File: config.mk
export PLATFORM = sky130hd
export DESIGN_NAME = sdeat_alert_ctrl
export DESIGN_NICKNAME = d
export VERILOG_FILES = /design/src/logic/sdeat_pkg.sv /design/src/logic/sdeat_delay_line.sv /design/src/logic/sdeat_alert_ctrl.sv
export SDC_FILE = /design/constraint.sdc
export NUM_CORES = 1
export LEC_CHECK = 0
export ABC_AREA = 1
export BUFFER_PORTS_ARGS = -buffer_cell sky130_fd_sc_hd__buf_2
export CAP_MARGIN = 40
export CORE_MARGIN = 2
export CORE_UTILIZATION = 43
export CTS_BUF_LIST = sky130_fd_sc_hd__clkbuf_8 sky130_fd_sc_hd__clkbuf_16
export CTS_CLUSTER_DIAMETER = 30
export DETAILED_ROUTE_END_ITERATION = 16
export GPL_TIMING_DRIVEN = 1
export MAX_ROUTING_LAYER = met4
export PLACE_DENSITY = 0.62
export SLEW_MARGIN = 10
export SYNTH_ARGS = -nofsm -noshare
export SYNTH_HDL_FRONTEND = slang
export SYNTH_SLANG_ARGS = --single-unit
File: constraint.sdc
create_clock -name ref_clk -period 2.8 [get_ports ref_clk]
set_clock_uncertainty 0.15 [all_clocks]
set_input_delay 0.28 -clock ref_clk [delete_from_list [all_inputs] [get_ports ref_clk]]
set_output_delay 0.28 -clock ref_clk [all_outputs]
set_load 0.02 [all_outputs]
File: src/logic/sdeat_pkg.sv
// Package with constants and types for the error alert timing block
package sdeat_pkg;

   // ---------------------------------------------------------------
   // Clock
   // ---------------------------------------------------------------
   localparam int CLK_PERIOD_PS = 5000;

   // ---------------------------------------------------------------
   // Write leveling waits (kept by the controller, in clock cycles)
   // ---------------------------------------------------------------
   localparam int LEVELING_STROBE_ENABLE_WAIT = 25;
   localparam int LEVELING_FIRST_EDGE_WAIT = 40;

   // ---------------------------------------------------------------
   // Command/address parity
   // ---------------------------------------------------------------
   localparam logic [2:0] PARITY_LATENCY_2133 = 3'h4;
   localparam logic [2:0] PARITY_LATENCY_2400 = 3'h5;
   // Extra time on top of the parity latency, longest, so round down
   localparam int PARITY_ALERT_EXTRA_NS = 6;
   localparam int PARITY_ALERT_EXTRA_CYC_RAW = (PARITY_ALERT_EXTRA_NS * 1000) / CLK_PERIOD_PS;
   localparam int PARITY_ALERT_EXTRA_CYC =
      (PARITY_ALERT_EXTRA_CYC_RAW < 1) ? 1 : PARITY_ALERT_EXTRA_CYC_RAW;
   localparam int PAR_PW_MIN_2133 = 64;
   localparam int PAR_PW_MAX_2133 = 128;
   localparam int PAR_PW_MIN_2400 = 72;
   localparam int PAR_PW_MAX_2400 = 114;
   // Pulse sits mid-range so a controller sees margin on both sides
   localparam logic [7:0] PAR_PW_2133 = 8'((PAR_PW_MIN_2133 + PAR_PW_MAX_2133) / 2);
   localparam logic [7:0] PAR_PW_2400 = 8'((PAR_PW_MIN_2400 + PAR_PW_MAX_2400) / 2);
   localparam logic [7:0] PAR_RSP_2133 = 8'h39;
   localparam logic [7:0] PAR_RSP_2400 = 8'h40;

   // ---------------------------------------------------------------
   // Write data CRC
   // ---------------------------------------------------------------
   localparam int CRC_ALERT_DELAY_MIN_NS = 3;
   localparam int CRC_ALERT_DELAY_MAX_NS = 13;
   localparam int CRC_ALERT_DELAY_MIN_CYC =
      (CRC_ALERT_DELAY_MIN_NS * 1000 + CLK_PERIOD_PS - 1) / CLK_PERIOD_PS;
   localparam int CRC_ALERT_DELAY_MAX_CYC = (CRC_ALERT_DELAY_MAX_NS * 1000) / CLK_PERIOD_PS;
   localparam int CRC_PW_MIN = 6;
   localparam int CRC_PW_MAX = 10;
   localparam logic [7:0] CRC_PW = 8'((CRC_PW_MIN + CRC_PW_MAX) / 2);

   // ---------------------------------------------------------------
   // Types
   // ---------------------------------------------------------------
   typedef struct packed {
      logic cs_n;
      logic act_n;
      logic ras_n;
      logic cas_n;
      logic we_n;
      logic [1:0] bg;
      logic [1:0] ba;
      logic [17:0] addr;
      logic par;
   } sdeat_cmd_t;

   typedef enum logic [1:0] {
      ST_IDLE,
      ST_PAR_WAIT,
      ST_PAR_ALERT,
      ST_CRC_ALERT
   } sdeat_state_t;

endpackage

File: src/logic/sdeat_delay_line.sv
// Command delay line with a selectable tap
`timescale 1ns/1ps
module sdeat_delay_line #(
   parameter int DEPTH = 5
) (
   // Clock and reset
   input wire logic ref_clk,
   input wire logic arst_n,
   // Incoming command
   input wire logic in_valid,
   input wire sdeat_pkg::sdeat_cmd_t in_cmd,
   // Tap select, 1 to DEPTH stages
   input wire logic [2:0] tap,
   // Delayed command
   output sdeat_pkg::sdeat_cmd_t tap_cmd,
   output logic tap_valid
);

   initial begin
      if (DEPTH < 1 || DEPTH > 7) begin
         $error("sdeat_delay_line: DEPTH must be 1 to 7");
      end
   end

   sdeat_pkg::sdeat_cmd_t stage_cmd [DEPTH];
   logic [DEPTH-1:0] stage_valid;

   // ---------------------------------------------------------------
   // Stages
   // ---------------------------------------------------------------
   genvar g;
   generate
      for (g = 0; g < DEPTH; g++) begin : gen_stage
         sdeat_pkg::sdeat_cmd_t prev_cmd;
         logic prev_valid;
         // First stage takes the input; no index below zero is ever formed
         if (g == 0) begin : gen_first
            assign prev_cmd = in_cmd;
            assign prev_valid = in_valid;
         end else begin : gen_next
            assign prev_cmd = stage_cmd[g-1];
            assign prev_valid = stage_valid[g-1];
         end
         // Each stage copies the one before it
         always_ff @(posedge ref_clk or negedge arst_n) begin
            if (!arst_n) begin
               stage_cmd[g] <= '0;
               stage_valid[g] <= 1'b0;
            end else begin
               stage_cmd[g] <= prev_cmd;
               stage_valid[g] <= prev_valid;
            end
         end
      end
   endgenerate

   // Tap mux; out-of-range taps give the deepest stage
   always_comb begin
      tap_cmd = stage_cmd[DEPTH-1];
      tap_valid = stage_valid[DEPTH-1];
      for (int i = 0; i < DEPTH; i++) begin
         if (tap == 3'(i + 1)) begin
            tap_cmd = stage_cmd[i];
            tap_valid = stage_valid[i];
         end
      end
   end

endmodule

File: src/logic/sdeat_alert_ctrl.sv
// Parity and write-CRC error alert logic of the memory device
//
// Function
// The controller waits at least 25 cycles after entering write leveling before driving strobes.
// Parity latency is 4 cycles (2133) or 5 (2400) and commands inside it may not execute.
// A command with bad parity raises the alert no later than parity latency plus 6 ns.
// A parity alert lasts 64 to 128 cycles (2133) or 72 to 114 cycles (2400).
// In persistent mode the controller sends deselects within 57 (2133) or 64 (2400) cycles.
// A write CRC error raises the alert between 3 ns and 13 ns after it is seen.
// A write CRC alert lasts 6 to 10 cycles, shorter than a parity alert.
// The controller gives no first rising strobe edge before 40 cycles into write leveling.
// The controller tells the two alert kinds apart by pulse length and retries; the host model measures pulse_len but never retries.
`timescale 1ns/1ps
module sdeat_alert_ctrl #(
   parameter int CNT_W = 8,
   parameter int MAX_PL = 5
) (
   // Clock and reset
   input wire logic ref_clk,
   input wire logic arst_n,
   // Configuration
   input wire logic grade_2400,
   input wire logic persistent_mode,
   // Command from the controller, one per clock
   input wire sdeat_pkg::sdeat_cmd_t cmd_in,
   // Write data CRC mismatch, one-cycle pulse
   input wire logic crc_err,
   // Clears the sticky parity flag
   input wire logic err_clear,
   // Commands passed on to the core
   output sdeat_pkg::sdeat_cmd_t core_cmd,
   output logic core_cmd_valid,
   // Shared alert pin, active low
   output logic alert_n,
   // Status
   output logic parity_err_seen,
   output logic des_violation
);

   // ---------------------------------------------------------------
   // Elaboration checks
   // ---------------------------------------------------------------
   initial begin
      if (CNT_W < 8) begin
         $error("sdeat_alert_ctrl: CNT_W too small for the parity pulse");
      end
      if (MAX_PL < 5) begin
         $error("sdeat_alert_ctrl: MAX_PL must cover a parity latency of 5");
      end
      if (MAX_PL > 7) begin
         $error("sdeat_alert_ctrl: MAX_PL must fit the 3-bit tap select");
      end
   end

   // ---------------------------------------------------------------
   // Decode
   // ---------------------------------------------------------------
   // Even parity over every command/address bit and the parity bit
   // Chip select is left out: a deselect carries no parity
   function automatic logic parity_ok(input sdeat_pkg::sdeat_cmd_t c);
      logic [25:0] bits;
      bits = {c.act_n, c.ras_n, c.cas_n, c.we_n, c.bg, c.ba, c.addr};
      return (^bits) == c.par;
   endfunction

   sdeat_pkg::sdeat_state_t state;
   logic [CNT_W-1:0] cnt;
   logic [CNT_W-1:0] rsp_cnt;
   logic [2:0] parity_latency;
   logic [CNT_W-1:0] par_pw;
   logic [CNT_W-1:0] par_rsp;
   logic cmd_sel;
   logic par_bad;
   logic in_keep;
   sdeat_pkg::sdeat_cmd_t tap_cmd;
   logic tap_valid;

   // Grade-dependent figures
   assign parity_latency = grade_2400 ? sdeat_pkg::PARITY_LATENCY_2400 :
                                        sdeat_pkg::PARITY_LATENCY_2133;
   assign par_pw = grade_2400 ? CNT_W'(sdeat_pkg::PAR_PW_2400) :
                                CNT_W'(sdeat_pkg::PAR_PW_2133);
   assign par_rsp = grade_2400 ? CNT_W'(sdeat_pkg::PAR_RSP_2400) :
                                 CNT_W'(sdeat_pkg::PAR_RSP_2133);

   // Parity is only checked on selected commands; deselects carry none.
   // Checking pauses while a parity error is in flight, as one alert covers it.
   assign cmd_sel = !cmd_in.cs_n;
   assign par_bad = cmd_sel && !parity_ok(cmd_in) &&
                    (state != sdeat_pkg::ST_PAR_WAIT) && (state != sdeat_pkg::ST_PAR_ALERT);

   // Errant command and everything up to the alert's end are dropped
   assign in_keep = cmd_sel && !par_bad &&
                    (state != sdeat_pkg::ST_PAR_WAIT) &&
                    (state != sdeat_pkg::ST_PAR_ALERT);

   // ---------------------------------------------------------------
   // Command pipeline
   // ---------------------------------------------------------------
   // Commands reach the core after the parity latency, so an error
   // can still be acted on before anything executes.
   sdeat_delay_line #(
      .DEPTH(MAX_PL)
   ) u_delay (
      .ref_clk(ref_clk),
      .arst_n(arst_n),
      .in_valid(in_keep),
      .in_cmd(cmd_in),
      .tap(parity_latency),
      .tap_cmd(tap_cmd),
      .tap_valid(tap_valid)
   );

   // Output register toward the core; pipe is flushed on a parity error
   always_ff @(posedge ref_clk or negedge arst_n) begin
      if (!arst_n) begin
         core_cmd <= '0;
         core_cmd_valid <= 1'b0;
      end else begin
         core_cmd <= tap_cmd;
         core_cmd_valid <= tap_valid && (state != sdeat_pkg::ST_PAR_WAIT) && !par_bad;
      end
   end

   // ---------------------------------------------------------------
   // Alert sequencer
   // ---------------------------------------------------------------
   // A parity error overrides a CRC pulse in progress; a CRC error
   // during a parity error is absorbed by the longer pulse.
   // The wait counter is loaded with PL plus the rounded-down extra time less one, so the
   // pin falls PL+1 edges after the errant command, inside PL plus 6 ns.
   // Limitation: a parity error inside a CRC pulse keeps the pin low from
   // the CRC edge on, so the pin pulse is longer than the parity pulse.
   always_ff @(posedge ref_clk or negedge arst_n) begin
      if (!arst_n) begin
         state <= sdeat_pkg::ST_IDLE;
         cnt <= '0;
         alert_n <= 1'b1;
      end else begin
         case (state)
            sdeat_pkg::ST_IDLE, sdeat_pkg::ST_CRC_ALERT: begin
               if (par_bad) begin
                  state <= sdeat_pkg::ST_PAR_WAIT;
                  cnt <= CNT_W'(parity_latency) +
                         CNT_W'(sdeat_pkg::PARITY_ALERT_EXTRA_CYC - 1);
               end else if (crc_err) begin
                  // Registered straight from the error: one cycle, inside 3 to 13 ns
                  state <= sdeat_pkg::ST_CRC_ALERT;
                  alert_n <= 1'b0;
                  cnt <= CNT_W'(sdeat_pkg::CRC_PW) - CNT_W'(1);
               end else if (state == sdeat_pkg::ST_CRC_ALERT) begin
                  if (cnt == '0) begin
                     state <= sdeat_pkg::ST_IDLE;
                     alert_n <= 1'b1;
                  end else begin
                     cnt <= cnt - CNT_W'(1);
                  end
               end
            end
            sdeat_pkg::ST_PAR_WAIT: begin
               if (cnt == '0) begin
                  state <= sdeat_pkg::ST_PAR_ALERT;
                  alert_n <= 1'b0;
                  cnt <= par_pw - CNT_W'(1);
               end else begin
                  cnt <= cnt - CNT_W'(1);
               end
            end
            sdeat_pkg::ST_PAR_ALERT: begin
               if (cnt == '0) begin
                  state <= sdeat_pkg::ST_IDLE;
                  alert_n <= 1'b1;
               end else begin
                  cnt <= cnt - CNT_W'(1);
               end
            end
            default: begin
               state <= sdeat_pkg::ST_IDLE;
               alert_n <= 1'b1;
            end
         endcase
      end
   end

   // ---------------------------------------------------------------
   // Status
   // ---------------------------------------------------------------
   // Sticky parity flag; a new error wins over a clear in the same cycle
   always_ff @(posedge ref_clk or negedge arst_n) begin
      if (!arst_n) begin
         parity_err_seen <= 1'b0;
      end else if (par_bad) begin
         parity_err_seen <= 1'b1;
      end else if (err_clear) begin
         parity_err_seen <= 1'b0;
      end
   end

   // Cycles since the parity alert went low; saturates
   always_ff @(posedge ref_clk or negedge arst_n) begin
      if (!arst_n) begin
         rsp_cnt <= '0;
      end else if (state != sdeat_pkg::ST_PAR_ALERT) begin
         rsp_cnt <= '0;
      end else if (rsp_cnt != '1) begin
         rsp_cnt <= rsp_cnt + CNT_W'(1);
      end
   end

   // Flags a selected command once the controller should be sending deselects.
   // Only a diagnostic: the command is dropped either way.
   always_ff @(posedge ref_clk or negedge arst_n) begin
      if (!arst_n) begin
         des_violation <= 1'b0;
      end else begin
         des_violation <= persistent_mode && cmd_sel &&
                          (state == sdeat_pkg::ST_PAR_ALERT) && (rsp_cnt >= par_rsp);
      end
   end

endmodule

==> Word level (Yosys, flattened, before mapping) <==
Cells that the tools add are included.
W data, S select, Z words.
{ "classes": {"muxes": 35, "eq_ne": 16, "n_lt_le_gt_ge": 1, "n_reduce_logical": 22, "n_addsub": 3} }
{ "op_table": {"columns": ["cell", "count"], "rows": [
  ["$mux W28", 5],
  ["$mux W8", 7],
  ["$reduce_xor A26 Y1", 1],
  ["$pmux W8 S3", 1],
  ["$mux W1", 13],
  ["$logic_and A1 B1 Y1", 11],
  ["$mux W2", 5],
  ["$add A8 B1 Y8 const B", 1],
  ["$ge A8 B7 Y1", 1],
  ["$logic_not A8 Y1", 1],
  ["$ne A8 B8 Y1 const B", 1],
  ["$sub A7 B1 Y8 const B", 1],
  ["$sub A8 B1 Y8 const B", 1],
  ["$mux W7", 1],
  ["$eq A3 B2 Y1 const B", 2],
  ["$eq A3 B3 Y1 const B", 2],
  ["$mux W6", 1],
  ["$ne A2 B2 Y1 const B", 3],
  ["$pmux W2 S3", 1],
  ["$eq A2 B2 Y1 const B", 2],
  ["$ne A4 B4 Y1 const B", 1],
  ["$reduce_bool A2 Y1", 2],
  ["$eq A3 B1 Y1 const B", 1],
  ["$logic_not A1 Y1", 3],
  ["other kinds (9)", 9]
]} }
{ "word_totals": {"out_inout_bits": 32, "inputBits": 34, "regBits": 195, "wordCells": 143} }

==> Logic depth before layout (Yosys ltp) <==
{ "logic_depth": {"depth_word": 10, "ltp_mapped": 18, "mapped_depth_nobuf": 18} }

==> Modules after synthesis <==
A second synthesis with hierarchy kept.
{ "hier_totals": {"cells_unflattened": 917, "hier_area_um2": 8276.7} }
{ "modules_own_cells": {"columns": ["mod", "area_per_inst_um2", "instances", "seq_area_each_um2", "cells_per_inst"], "rows": [
  ["sdeat_delay_line", 5255.0, 1, 3628.5, 505],
  ["sdeat_alert_ctrl", 3021.6, 1, 1252.5, 412]
]} }

==> Least setup slack after synthesis <==
OpenSTA, ideal clock, no wires.
{ "synth_timing": {"path_kind": "flip-flop to flip-flop", "from": "register cnt[0]", "to": "register cnt[0]", "path_buffers": 0, "arrival_ns": 1.660, "synth_period_minus_slack_ns": 1.928, "setup_time_ns": 0.118, "slack_ns": 0.872, "stages_incl_launch_ff": 14, "t_required_ns": 2.532, "cell_sequence": "dfrtp_1 -> inv_1 -> ha_1 -> nand2_1 -> nor3_2 -> inv_1 -> nor2_1 -> nand2_2 -> o21ai_0 -> nand2_1 -> nand3_1 -> nand2_2 -> nor2_2 -> nor2_2"} }
{ "synth_via": {"elab_chain_cells": 6, "word_cells_on_any_way": 8, "cone_classes": "add/sub: 1; mux: 6; reduce/logical: 1"} }
{ "synth_rtl": {"columns": ["element", "line_no", "source"], "rows": [
  ["from (decl)", "sdeat_alert_ctrl.sv:67", "logic [CNT_W-1:0] cnt;"],
  ["from (signal assigned)", "sdeat_alert_ctrl.sv:144", "cnt <= CNT_W'(parity_latency) +"],
  ["from (signal assigned)", "sdeat_alert_ctrl.sv:150", "cnt <= CNT_W'(sdeat_pkg::CRC_PW) - CNT_W'(1);"],
  ["from (signal assigned)", "sdeat_alert_ctrl.sv:156", "cnt <= cnt - CNT_W'(1);"],
  ["$sub A8 B1 Y8 / $logic_not A8 Y1 (equally long branches)", null, null],
  ["$mux W8", "sdeat_alert_ctrl.sv:152, sdeat_alert_ctrl.sv:170", null],
  ["$mux W8", "sdeat_alert_ctrl.sv:151", "end else if (state == sdeat_pkg::ST_CRC_ALERT) begin"],
  ["$mux W8", "sdeat_alert_ctrl.sv:146", "end else if (crc_err) begin"],
  ["$mux W8", "sdeat_alert_ctrl.sv:142", "if (par_bad) begin"],
  ["$pmux W8 S3 (*)", "sdeat_alert_ctrl.sv:140", "case (state)"]
]} }
Mark *: on every way between the ends. The rest lies on a longest branch, timed or not. The select of a mux whose other input is x is not followed.
A chain may end at the register's enable or synchronous reset.

==> Final worst setup path <==
{ "layout_timing": {"from": "input cmd_in[8] in the netlist's numbering", "to": "register state[1]"} }
{ "layout_via": {"elab_chain_cells": 8, "word_cells_on_any_way": 10, "cone_classes": "eq/ne: 2; mux: 2; reduce/logical: 6"} }
{ "layout_rtl": {"columns": ["element", "line_no", "source"], "rows": [
  ["from (decl)", "sdeat_alert_ctrl.sv:25", "input wire sdeat_pkg::sdeat_cmd_t cmd_in,"],
  ["$reduce_xor A26 Y1 (*)", "sdeat_alert_ctrl.sv:63", "return (^bits) == c.par;"],
  ["$eq A1 B1 Y1 (*)", "sdeat_alert_ctrl.sv:63", null],
  ["$logic_not A1 Y1 (*)", "sdeat_alert_ctrl.sv:89", "assign par_bad = cmd_sel && !parity_ok(cmd_in) &&"],
  ["$logic_and A1 B1 Y1 (*) (2 in a row)", "sdeat_alert_ctrl.sv:89", null],
  ["$logic_and A1 B1 Y1 (*)", "sdeat_alert_ctrl.sv:90", "(state != sdeat_pkg::ST_PAR_WAIT) && (state != sdeat_pkg::ST_PAR_ALERT);"],
  ["$mux W2 / $ne A4 B4 Y1 (equally long branches)", null, null],
  ["$pmux W2 S3 / $reduce_and A2 Y1 (equally long branches)", null, null],
  ["to (signal assigned)", "sdeat_alert_ctrl.sv:143", "state <= sdeat_pkg::ST_PAR_WAIT;"],
  ["to (signal assigned)", "sdeat_alert_ctrl.sv:148", "state <= sdeat_pkg::ST_CRC_ALERT;"],
  ["to (signal assigned)", "sdeat_alert_ctrl.sv:153", "state <= sdeat_pkg::ST_IDLE;"],
  ["to (decl)", "sdeat_alert_ctrl.sv:66", "sdeat_pkg::sdeat_state_t state;"]
]} }
Mark *: on every way between the ends. The rest lies on a longest branch, timed or not.

==> results.md <==
- Die Width: 130.3 µm
- Sw Ratio: 0.3099
- Vias per cell: 4.539
- Hold Path Class: in -> reg
- Commonest cells post-synth: nand2_1 (230), dfrtp_1 (194), inv_1 (51), nor2_1 (23), nand3_1 (17)
- DR iter-0 viols: 217
- PortBufs: 65
- CTS tree: yes
- Relative slew margins: 0.6942
- H-tree depth: 4
- Post-Syn Nets: 666
- Metal2 WL: 5702 µm
- Setup violators final: 0
- Post-Synthesis Cells: 621
- CTS Buf Count: 17
- Leak Pwr: 4.287 nW
- Hpwl dp: 7437 µm
- Top post-synthesis cells by area: dfrtp_1 (71%), nand2_1 (13%), inv_1 (2.8%), ha_1 (2.0%), nor2_1 (1.3%)
- Die ar.: 16980 µm²
- Post-synthesis adder-cell area fraction: 0.02006
- M1 wire length: 4921 µm
- Seq pwr share: 0.453
- Met3 routed WL: 489 µm
- Vias: 4362
- Post-DRT Antenna Nets: 0
- DRC violations left: 0
- Leading area contributor after synthesis: dfrtp_1
- Maximum VDD drop: 0.4579 mV
- Vias in the first global route: 4445
- Latest clock arrival within the worst-skew pair: 0.42 ns
- Die Y: 130.3 µm
- P&R area growth vs syn: 22.62%
- Internal power: 4.872 mW
- Post-synthesis compound-gate area fraction: 0.02973
- Post-synth EDFFs: 0
- Combinational power share: 0.201
- Async SR Flop Fraction: 1.000
- Initial antenna violation count: 0
- Count leader, synth: nand2_1
- Initial Utilization: 0.4366
- Net Switching: 2.188 mW
- Crit path kind: in -> reg
- Clk sink count: 195
- Slew Limit Fails: 0
- Mapped Area: 6860 µm²
- Tightest Pin Transition: 0.4588 ns
- Power Density: 839.3 nW/µm²
- R2R depth: 10
- FF-to-FF setup slack: 0.54 ns
- Worst hold start: crc_err
- Synth Area in Simple Gates: 0.1868
- Synth warn: 0
- CP endpoint kind: flip-flop
- Clk pwr share: 0.347
- Largest family of logic cells by synthesized area: simple AND/OR/NAND/NOR gates
- Largest fanout on the critical path: 13
- Post-synth top flop: dfrtp_1
- Post-synthesis mux area share: 0
- Core ar.: 15710 µm²
- Total iterations of the first detailed-routing run: 4
- First-pass GRT wire length: 19700 µm
- Layout cells sized above 1: 0.1772
- Outcome: complete, no violations
- Hold Path Cell Cnt: 6
- Max-cap violations: 0
- Element type at the critical path start: input port
- Clk slew on worst S/H paths: 0.07 ns
- Longest Clk Path Bufs: 2
- Post-synth top area share: 0.7076
- Period utilisation layout: 0.8403
- Reg2reg end: cnt[2]
- Worst Path Arrival: 2.52 ns
- Mean Syn Cell Area: 11.05 µm²
- Root buffer cell: clkbuf_16
- Xor and xnor area share after synthesis: 0.01641
- GRT Overall Usage: 0.1542
- Routed wire per std cell: 11.78 µm
- Fmax: 425.0 MHz
- Hold path endpoint: alert_n
- Post-CTS setup buffers: 0
- RSZ-0062 raised after global routing: false
- Final wirelength: 11330 µm
- Number of core rows: 46
- ANT cells: 0
- Final hold viol count: 0
- Final RePlAce weighted congestion: 0.8600
- Final #Nets: 777
- Total Power: 7.060 mW
- Seq/Total Area, Yosys: 0.7115
- Setup Total Neg Slack: 0 ns
- Grt total ovfl: 0
- # IOs: 66
- Critical Path RT: 2.96 ns
- Pin count of the biggest net entering global routing: 86
- Final min period: 2.353 ns
- Yosys reg bits: 195
- Synth cell types: 35
- Critical R2R Launch: state[0]
- Top sig layer: met4
## critical path, stage by stage
cell	delay (ns)
dlygate4sd3_1	0.52
buf_2	0.14
nor2_1	0.13
inv_1	0.06
nand2_1	0.09
nand2_1	0.09
nand2_1	0.10
nand2_1	0.05
nand2_1	0.09
nand2_1	0.07
nand2_2	0.09
inv_2	0.04
nand2_2	0.07
nand2_4	0.08
nand2_4	0.10
nand3_4	0.16
nand2_1	0.16
inv_1	0.07
nand2_1	0.06
nand2_1	0.06
## what timing repair did
action                     in CTS  in global routing
hold buffers                   31                  0
hold endpoints to repair       82                  0
setup endpoints to repair       0                  0
resized for setup               0                  0
## flip-flops by register name, indices dropped and copies added, names as in the netlist
| signal | cells |
|---|---|
| u_delay.stage_cmd | 28 |
| core_cmd_valid | 1 |
| des_violation | 1 |
| u_delay.gen_stage.prev_cmd | 112 |
| parity_err_seen | 1 |
| state | 2 |
| rsp_cnt | 8 |
| core_cmd | 28 |
| alert_n | 1 |
| u_delay.stage_valid | 1 |
| cnt | 8 |
| u_delay.gen_stage.prev_valid | 4 |
## logic make-up after synthesis
logic type	count (synthesis)
adders and majority gates	11
DFF	195
AOI/OAI and AO/OA	36
and+or+nand+nor	304
xor gates and xnor gates	12
buffers and inverters	63
## per-stage QoR
stage	hold WS [ns]	cells	cell area (µm²)	worst slack, ns	util
floorplan	-0.1656	621	6860	0.8721	-
global placement	0.1058	898	7482	0.6818	0.4762
detailed placement	0.1132	898	7482	0.5742	0.4762
CTS	0.05313	961	8412	0.4971	0.5354
global route	0.08511	961	8412	0.2237	0.5354
finish	0.08079	961	8412	0.4471	0.5354
## layout by cell type (no fill, tap or decap), drive strengths merged
cell,count
nand2,244
o211ai,1
inv,61
o21ai,20
nor3,7
or3,1
o31ai,2
nand3,22
clkinv,7
nand4,1
o21bai,2
a31oi,1
a21oi,8
nor2,28
dlygate4sd3,31
xnor2,5
bufinv,1
a221oi,1
a22oi,1
dfstp,1
xor2,7
nor3b,1
clkbuf,19
ha,11
dfrtp,194
buf,68
## routing by layer
metal / vias to the layer above / track usage
met1: 2104 / 0.1836
li1: 2141 / -
met4: 0 / 0.07274
met3: 20 / 0.03813
met2: 97 / 0.2485
met5: - / -
## power groups by stage
stage	sequential, mW	clock (mW)	combinational (mW)
2_1_floorplan	3.28	0	0.953
3_3_place_gp	3.24	0	1.32
3_5_place_dp	3.25	0	1.38
4_1_cts	3.20	2.51	1.41
5_1_grt	3.23	2.65	1.60
6_report	3.20	2.45	1.42
## cell type report
type                       instances  area [µm²]
tap                              216       270.3
clock buffer                      18       439.2
sequential                       195        4881
clock inverter                    14       180.2
multi-input combinational        363        1735
fill                            1339        7301
timing repair buffer             100       699.4
inverter                          55       206.4
## worst max path at each step
stage / start / end / slack (ns) / cells past startpoint
4_1_cts: cmd_in[8] / state[1] / 0.50 / 20
2_1_floorplan: cnt[0] / cnt[0] / 0.87 / 13
3_3_place_gp: state[0] / cnt[2] / 0.68 / 10
6_report: cmd_in[8] / state[1] / 0.45 / 20
3_5_place_dp: cmd_in[8] / state[1] / 0.57 / 19
5_1_grt: cmd_in[7] / cnt[3] / 0.22 / 19
Note: power is estimated with default switching activity, not from simulation.
